**config.mk**
```make
export PLATFORM = sky130hd
export DESIGN_NAME = fc_request_parser_flat
export DESIGN_NICKNAME = d
export VERILOG_FILES = /design/src/flow_ctl_pkg.sv /design/src/fc_link_if.sv /design/src/fc_request_parser.sv /design/src/flat_wrapper.sv
export SDC_FILE = /design/constraint.sdc
export NUM_CORES = 1
export LEC_CHECK = 0
export BUFFER_PORTS_ARGS = -buffer_cell sky130_fd_sc_hd__buf_2
export CORE_MARGIN = 5
export CORE_UTILIZATION = 23
export DETAILED_ROUTE_END_ITERATION = 10
export PLACE_DENSITY_LB_ADDON = 0.12
export RECOVER_POWER = 25
export SLEW_MARGIN = 20
export SYNTH_ARGS = -nofsm -noshare
export SYNTH_HDL_FRONTEND = slang
export SYNTH_SLANG_ARGS = --single-unit
```
**constraint.sdc**
```tcl
create_clock -name clk -period 3.2 [get_ports clk]
set_input_delay 0.48 -clock clk [delete_from_list [all_inputs] [get_ports clk]]
set_output_delay 0.48 -clock clk [all_outputs]
set_load 0.1 [all_outputs]
```
**src/flow_ctl_pkg.sv**
```systemverilog
// Notes on behaviour
// - Request is posted write, command 1011xx
// - Command bit 2 set: doubleword length
// - Isochronous and coherent bits come from inputs
// - Channel set 2 carries four-bit channel number
// - Extended format flag is zero; one reserved
// - Basic format flag is one
// - Four-bit doubleword count split over bit-times
// - Base address bytes in bit-times four-seven
// - Error and chain bits kept; reserved zero
// - Payload follows request immediately
// - Sixteen two-bit fields per doubleword, low first
// - Doubleword M field N: stream M*16+N
// - At most 256 streams per message
// - Endpoint holds configurable reverse sink base
// - Fields passed raw with their stream indices
package flow_ctl_pkg;

  // ----------------------------------------------------------------
  // Packet geometry
  // ----------------------------------------------------------------
  localparam int HEADER_BYTES      = 8;
  localparam int DWORD_BYTES       = 4;
  localparam int MAX_DWORDS        = 16;
  localparam int FIELDS_PER_DWORD  = 16;
  localparam int FIELD_WIDTH       = 2;
  localparam int STREAMS_PER_MSG   = MAX_DWORDS * FIELDS_PER_DWORD;
  localparam int FIELD_BLOCK_BITS  = STREAMS_PER_MSG * FIELD_WIDTH;

  // ----------------------------------------------------------------
  // Command and header field values
  // ----------------------------------------------------------------
  localparam logic [3:0] CMD_UPPER_FC    = 4'hb;
  localparam logic [1:0] CHANNEL_SET_TWO = 2'h2;
  localparam logic       EXT_FORMAT_FC   = 1'h0;
  localparam logic       BASIC_FORMAT_FC = 1'h1;

  // Bit positions inside the 64-bit header (bit-time k is bits 8k+7:8k)
  localparam int POS_CMD_COHERENT = 0;
  localparam int POS_CMD_ISOC     = 1;
  localparam int POS_CMD_UPPER    = 2;
  localparam int POS_SEQ_HI       = 6;
  localparam int POS_UNIT         = 8;
  localparam int POS_SEQ0_CHAN3   = 13;
  localparam int POS_SEQ1         = 14;
  localparam int POS_PASS_PW      = 15;
  localparam int POS_CHAN_LO      = 16;
  localparam int POS_CHAIN        = 19;
  localparam int POS_DATA_ERROR   = 20;
  localparam int POS_COUNT_LO     = 22;
  localparam int POS_COUNT_HI     = 24;
  localparam int POS_BASIC_FMT    = 28;
  localparam int POS_EXT_FMT      = 30;
  localparam int POS_ADDRESS      = 32;

  // Reset value of byte and dword counters
  localparam logic [5:0] COUNT_RESET = 6'h00;

endpackage

```
**src/fc_link_if.sv**
```systemverilog
`timescale 1ns/1ps
// ------------------------------------------------------------------
// Byte lane between the generating and the sinking endpoint
// ------------------------------------------------------------------
interface fc_link_if;
  logic       lane_valid;  // Byte present this cycle
  logic       lane_ctl;    // High for request bit-times, low for data
  logic [7:0] lane_data;   // One bit-time

  modport sender
  (
    output lane_valid,
    output lane_ctl,
    output lane_data
  );

  modport receiver
  (
    input lane_valid,
    input lane_ctl,
    input lane_data
  );
endinterface // fc_link_if

```
**src/fc_request_parser.sv**
```systemverilog
`timescale 1ns/1ps
module fc_request_parser
  import flow_ctl_pkg::*;
(
  input  wire logic        clk,
  input  wire logic        reset_n,
  fc_link_if.receiver      link,
  input  wire logic [31:0] reverse_sink_base_address,
  output logic             header_valid,
  output logic             isoc_mode,
  output logic             coherent_mode,
  output logic [3:0]       sequence_group_id,
  output logic             may_pass_posted_writes,
  output logic [4:0]       source_unit_number,
  output logic [3:0]       requested_channel_number,
  output logic             payload_error_bit,
  output logic             chain_bit,
  output logic [31:0]      message_base_address,
  output logic [3:0]       payload_dwords_minus_one,
  output logic             field_valid,
  output logic [31:0]      field_word,
  output logic [3:0]       dword_index,
  output logic [7:0]       first_stream_index,
  output logic [31:0]      first_stream_address,
  output logic             unsupported,
  output logic             protocol_error
);

  // ----------------------------------------------------------------
  // State
  // ----------------------------------------------------------------
  typedef enum logic [1:0] {PAR_IDLE, PAR_HEAD, PAR_DATA, PAR_DROP} par_phase_e;

  typedef struct packed {
    par_phase_e  phase;
    logic [5:0]  cnt;
    logic [55:0] hdr;
    logic [23:0] acc;
    logic [3:0]  count;
    logic        header_valid;
    logic        isoc;
    logic        coherent;
    logic [3:0]  seq;
    logic        pass_pw;
    logic [4:0]  unit;
    logic [3:0]  chan;
    logic        data_error;
    logic        chain;
    logic [31:0] base;
    logic        field_valid;
    logic [31:0] word;
    logic [3:0]  dword;
    logic [7:0]  stream_index;
    logic [31:0] stream_address;
    logic        unsupported;
    logic        protocol_error;
  } par_state_s;

  par_state_s  state_reg;
  par_state_s  state_next;
  logic [63:0] hdr_full;
  logic        cmd_match;
  logic        format_bad;
  logic [3:0]  count_full;

  // ----------------------------------------------------------------
  // Header view with the byte arriving this cycle on top
  // ----------------------------------------------------------------
  always_comb
  begin
    hdr_full   = {link.lane_data, state_reg.hdr};
    cmd_match  = (link.lane_data[POS_CMD_UPPER +: 4] == CMD_UPPER_FC);
    format_bad = (hdr_full[POS_EXT_FMT] != EXT_FORMAT_FC) ||
                 (hdr_full[POS_BASIC_FMT] != BASIC_FORMAT_FC);
    count_full = {hdr_full[POS_COUNT_HI +: 2], hdr_full[POS_COUNT_LO +: 2]};
  end

  // ----------------------------------------------------------------
  // Receive sequencer
  // ----------------------------------------------------------------
  always_comb
  begin
    state_next                = state_reg;
    state_next.header_valid   = 1'b0;
    state_next.field_valid    = 1'b0;
    state_next.unsupported    = 1'b0;
    state_next.protocol_error = 1'b0;
    case (state_reg.phase)
      PAR_IDLE:
      begin
        // Only a control byte with the flow control command opens a packet
        if (link.lane_valid && link.lane_ctl && cmd_match)
        begin
          state_next.phase          = PAR_HEAD;
          state_next.hdr            = {48'h0000_0000_0000, link.lane_data};
          state_next.cnt            = 6'h01;
        end
      end
      PAR_HEAD:
      begin
        if (link.lane_valid && !link.lane_ctl)
        begin
          state_next.phase          = PAR_IDLE;                 // Header cut short by data
          state_next.protocol_error = 1'b1;
        end
        else if (link.lane_valid && state_reg.cnt[2:0] != 3'h7)
        begin
          state_next.hdr[{state_reg.cnt[2:0], 3'h0} +: 8] = link.lane_data;
          state_next.cnt            = state_reg.cnt + 6'h01;
        end
        else if (link.lane_valid)
        begin
          state_next.cnt            = COUNT_RESET;
          state_next.count          = count_full;
          if (format_bad)
          begin
            state_next.phase        = PAR_DROP;                 // Skip payload, no decode
            state_next.unsupported  = 1'b1;
          end
          else
          begin
            state_next.phase        = PAR_DATA;                 // Payload expected next
            state_next.header_valid = 1'b1;
            state_next.isoc         = hdr_full[POS_CMD_ISOC];
            state_next.coherent     = hdr_full[POS_CMD_COHERENT];
            state_next.seq          = {hdr_full[POS_SEQ_HI +: 2], hdr_full[POS_SEQ1], hdr_full[POS_SEQ0_CHAN3]};
            state_next.pass_pw      = hdr_full[POS_PASS_PW];
            state_next.unit         = hdr_full[POS_UNIT +: 5];
            state_next.chan         = {hdr_full[POS_SEQ0_CHAN3], hdr_full[POS_CHAN_LO +: 3]};
            state_next.data_error   = hdr_full[POS_DATA_ERROR];
            state_next.chain        = hdr_full[POS_CHAIN];
            state_next.base         = hdr_full[POS_ADDRESS +: 32];
          end
        end
      end
      PAR_DATA, PAR_DROP:
      begin
        if (link.lane_valid && link.lane_ctl)
        begin
          state_next.phase          = PAR_IDLE;                 // Payload cut short by control
          state_next.protocol_error = 1'b1;
        end
        else if (link.lane_valid)
        begin
          if (state_reg.cnt[1:0] != 2'h3)
          begin
            state_next.acc[{state_reg.cnt[1:0], 3'h0} +: 8] = link.lane_data;
          end
          else if (state_reg.phase == PAR_DATA)
          begin
            state_next.field_valid    = 1'b1;
            state_next.word           = {link.lane_data, state_reg.acc};          // Raw fields
            state_next.dword          = state_reg.cnt[5:2];
            state_next.stream_index   = {state_reg.cnt[5:2], 4'h0};               // M*16
            state_next.stream_address = reverse_sink_base_address +
                                        {24'h00_0000, state_reg.cnt[5:2], 4'h0};
          end
          if (state_reg.cnt == {state_reg.count, 2'h3})
          begin
            state_next.phase        = PAR_IDLE;
            state_next.cnt          = COUNT_RESET;
          end
          else
          begin
            state_next.cnt          = state_reg.cnt + 6'h01;
          end
        end
      end
      default:
      begin
        state_next.phase = PAR_IDLE;
      end
    endcase
  end

  // State register
  always_ff @(posedge clk or negedge reset_n)
  begin
    if (!reset_n)
    begin
      state_reg <= '0;
    end
    else
    begin
      state_reg <= state_next;
    end
  end

  // ----------------------------------------------------------------
  // Outputs, all from the state register
  // ----------------------------------------------------------------
  assign header_valid             = state_reg.header_valid;
  assign isoc_mode                = state_reg.isoc;
  assign coherent_mode            = state_reg.coherent;
  assign sequence_group_id        = state_reg.seq;
  assign may_pass_posted_writes   = state_reg.pass_pw;
  assign source_unit_number       = state_reg.unit;
  assign requested_channel_number = state_reg.chan;
  assign payload_error_bit        = state_reg.data_error;
  assign chain_bit                = state_reg.chain;
  assign message_base_address     = state_reg.base;
  assign payload_dwords_minus_one = state_reg.count;
  assign field_valid              = state_reg.field_valid;
  assign field_word               = state_reg.word;
  assign dword_index              = state_reg.dword;
  assign first_stream_index       = state_reg.stream_index;
  assign first_stream_address     = state_reg.stream_address;
  assign unsupported              = state_reg.unsupported;
  assign protocol_error           = state_reg.protocol_error;

endmodule // fc_request_parser

```
**src/flat_wrapper.sv**
```systemverilog
// flat-port wrapper written by rule: the top's interface ports become plain ports
module fc_request_parser_flat import flow_ctl_pkg::*;
  (clk, reset_n, reverse_sink_base_address, header_valid, isoc_mode, coherent_mode, sequence_group_id, may_pass_posted_writes, source_unit_number, requested_channel_number, payload_error_bit, chain_bit, message_base_address, payload_dwords_minus_one, field_valid, field_word, dword_index, first_stream_index, first_stream_address, unsupported, protocol_error, link_lane_valid, link_lane_ctl, link_lane_data);
  fc_link_if link_i ();
  input  wire logic clk;
  input  wire logic reset_n;
  input  wire logic [31:0] reverse_sink_base_address;
  output logic header_valid;
  output logic isoc_mode;
  output logic coherent_mode;
  output logic [3:0] sequence_group_id;
  output logic may_pass_posted_writes;
  output logic [4:0] source_unit_number;
  output logic [3:0] requested_channel_number;
  output logic payload_error_bit;
  output logic chain_bit;
  output logic [31:0] message_base_address;
  output logic [3:0] payload_dwords_minus_one;
  output logic field_valid;
  output logic [31:0] field_word;
  output logic [3:0] dword_index;
  output logic [7:0] first_stream_index;
  output logic [31:0] first_stream_address;
  output logic unsupported;
  output logic protocol_error;
  input wire logic [$bits(link_i.lane_valid)-1:0] link_lane_valid;
  input wire logic [$bits(link_i.lane_ctl)-1:0] link_lane_ctl;
  input wire logic [$bits(link_i.lane_data)-1:0] link_lane_data;
  assign link_i.lane_valid = link_lane_valid;
  assign link_i.lane_ctl = link_lane_ctl;
  assign link_i.lane_data = link_lane_data;
  fc_request_parser u_core (.clk(clk), .reset_n(reset_n), .link(link_i), .reverse_sink_base_address(reverse_sink_base_address), .header_valid(header_valid), .isoc_mode(isoc_mode), .coherent_mode(coherent_mode), .sequence_group_id(sequence_group_id), .may_pass_posted_writes(may_pass_posted_writes), .source_unit_number(source_unit_number), .requested_channel_number(requested_channel_number), .payload_error_bit(payload_error_bit), .chain_bit(chain_bit), .message_base_address(message_base_address), .payload_dwords_minus_one(payload_dwords_minus_one), .field_valid(field_valid), .field_word(field_word), .dword_index(dword_index), .first_stream_index(first_stream_index), .first_stream_address(first_stream_address), .unsupported(unsupported), .protocol_error(protocol_error));
endmodule
```
==> impl_metrics.json <==
{
  "status": "finished, violations left",
  "violations": "capacitance limit, slew limit",
  "clkSinkCount": 204,
  "grt_pass1_vias": 6669,
  "tightest_slew_ns": 1.84,
  "synth_top_area_share_pct": 52.0,
  "placed_cell_area_um2": 10500,
  "crit_chain": "inv_1 > ha_1 > ha_1 > nor3b_1 > a21oi_1 > a22o_1",
  "arrival_ns": 2.96,
  "largest_register_ffs": 43,
  "cts-root-buf": "clkbuf_16",
  "grt_use_total_pct": 11.7,
  "hp-start": "reverse_sink_base_address[1]",
  "ys_warn_count": 0,
  "antenna_found_initial": 0,
  "clockPowerShare_pct": 40.7,
  "cts_setup_buffers": 0,
  "dr.pass1.iters": 4,
  "critPathLaunch": "u_core.state_reg[214]",
  "slew_headroom_pct": -22.6,
  "fin_crit_ns": 2.54,
  "synth_cell_types": 62,
  "nets": 1006,
  "wirelength_um": 28000,
  "syn2layout_area_growth_pct": 15.9,
  "min_period_over_period_pct": 79.3,
  "avgSynthCellArea_um2": 11.1,
  "hold_viol": 0,
  "cp_num_buf_inv": 1,
  "start_kind": "flip-flop",
  "die_y_um": 217,
  "hpwl_um": 19400,
  "syn_area_um2": 9830,
  "worst_clock_skew_ns": 0.0187,
  "finalSetupViolations": 0,
  "wl_per_cell_um": 18.5,
  "cts_tree": "built",
  "slowest_delay_ns": 0.47,
  "final_area_um2": 11400,
  "core_um2": 42100,
  "cellLeakagePower_nw": 5.65,
  "place_congestion": 0.744,
  "required_ns": 3.63,
  "final_core_util_pct": 27.0,
  "worstReg2RegStart": "u_core.state_reg[214]",
  "synthArstFlopShare_pct": 100,
  "drive_above_1_share_pct": 36.6,
  "grt_max_degree": 69,
  "fin_setup_tns_ns": 0,
  "viasPerCell": 4.18,
  "clockBufferDepth": 3,
  "cp_common_cell": "ha_1",
  "fillers": 4478,
  "cpLargestDelayFamily": "adder cells",
  "dieArea_um2": 47000,
  "ys.flop_type": "dfrtp_1",
  "ys_seq_elements": 204,
  "ant_nets": 0,
  "synth_area_leaders": "dfrtp_1 (52%), mux2_2 (11%), buf_4 (9.9%)",
  "rsz0062_at_grt": "false",
  "rows": 75,
  "p_total_w": 0.00771,
  "cp_max_fo": 9,
  "port_buffers": 173,
  "ir_drop_mv": 0.332,
  "combPwrFrac_pct": 20.2,
  "grt_pass1_wl_um": 43200,
  "io_pins": 178,
  "holdCritPathClass": "input port to flip-flop",
  "p_int_w": 0.00528,
  "pwr-share-seq_pct": 39.1,
  "gr-total-overflow": 0,
  "synth_edf_count": 0,
  "cp-end-kind": "flip-flop",
  "cpMaxStageDelayCell": "dfrtp_1",
  "report.final.slew_viol_count": 67,
  "clock_latency_ns": 0.54,
  "die_x_um": 217,
  "netlist_instances": 889,
  "vias": 6315,
  "cts_buffers": 27,
  "timing_worst_setup_path_type": "flip-flop to flip-flop",
  "clk_pin_slew_ns": 0.06,
  "timing.fmax_mhz": 394,
  "drc": 0,
  "maxCapViolCount": 1,
  "seq_area_frac_synth_pct": 52.0,
  "cts.htree.levels": 1,
  "initial_core_util_pct": 23.3,
  "p_sw_share_pct": 31.5,
  "power.switching_w": 0.00243,
  "drt_iter0_drc": 270,
  "netlist.top_cell.by_area": "dfrtp_1",
  "powerDensity_nw_per_um2": 677,
  "final_common_cell": "dfrtp_1",
  "mostFrequentLayoutCells": "dfrtp_1 (204), buf_2 (172), nand2_1 (113)"
}
## Yosys cell counts, drive strengths merged (7+ instances only)
library cell / count
xnor2: 25
o31ai: 8
nand2: 116
nor3: 8
a22o: 15
a21oi: 9
nand2b: 7
ha: 11
clkbuf: 23
nand3: 25
o21ai: 75
inv: 21
mux2: 100
nor2: 18
and2: 7
buf: 140
dfrtp: 204
## power by group through the flow
stage | Sequential (W) | Combinational [W] | Clock [W]
3_3_place_gp | 0.00306 | 0.00161 | 0
4_1_cts | 0.00301 | 0.00159 | 0.00328
3_5_place_dp | 0.00306 | 0.00158 | 0
5_1_grt | 0.00305 | 0.00173 | 0.00337
2_1_floorplan | 0.00298 | 0.00110 | 0
6_report | 0.00301 | 0.00156 | 0.00314
## metal layers
metal,track usage (%),vias to the layer above,part of all wire (%)
met3,2.12,39,4.0
met2,18.7,112,46
li1,-,3039,-
met1,16.4,3125,48
met5,0,-,0
met4,3.31,0,2.2
## final timing paths
check	end	slack, ns	depth (start not counted)
min	u_core.first_stream_address[1]	0.18	2
max	u_core.hdr_full[55]	0.66	6
max in group asynchronous	u_core.field_word[30]	0.86	3
min reg2reg	u_core.state_reg[156]	0.47	2
max reg2reg	u_core.hdr_full[55]	0.66	6
min in group asynchronous	u_core.chain_bit	1.00	2
## kinds of logic after synthesis
family	after synthesis	synth area share, %
xor gates and xnor gates	30	2.67
AOI/OAI and AO/OA	132	8.49
and+or+nand+nor	222	11.2
adders and majority gates	12	1.60
other	1	0.0382
buffers and inverters	184	12.2
muxes	104	11.9
DFF	204	52.0
## final cells by class
type / instances / area, um^2 / area share (%)
tap: 539 / 674 / 5.92
inverter: 21 / 78.8 / 0.692
multi-input combinational: 504 / 3550 / 31.2
clock buffer: 39 / 761 / 6.68
sequential: 204 / 5100 / 44.8
antenna: 1 / 2.50 / 0.0220
clock inverter: 10 / 156 / 1.37
timing repair buffer: 192 / 1060 / 9.32
## per-stage QoR
stage | std cells | setup slack, ns | hold slack [ns]
floorplan | 892 | 0.733 | 0.184
global placement | 1459 | 0.490 | 0.461
detailed placement | 1459 | 0.479 | 0.466
CTS | 1509 | 0.616 | 0.138
global route | 1509 | 0.281 | 0.155
finish | 1510 | 0.664 | 0.177
## worst register-to-register path, delay by kind of cell, from the launching register on
kind | cells | cell delay (ns)
flip-flops | 1 | 0.47
adder cells (fa/ha/maj) | 2 | 0.69
AND/OR/NAND/NOR | 1 | 0.44
AO/OA/AOI/OAI | 2 | 0.66
buffers and inverters | 1 | 0.17
## timing repair
item / in CTS / in global routing
hold endpoints to repair: 65 / 0
resized for setup: 0 / 0
hold buffers: 1 / 0
setup endpoints to repair: 0 / 0
(Power assumes the default switching activity.)
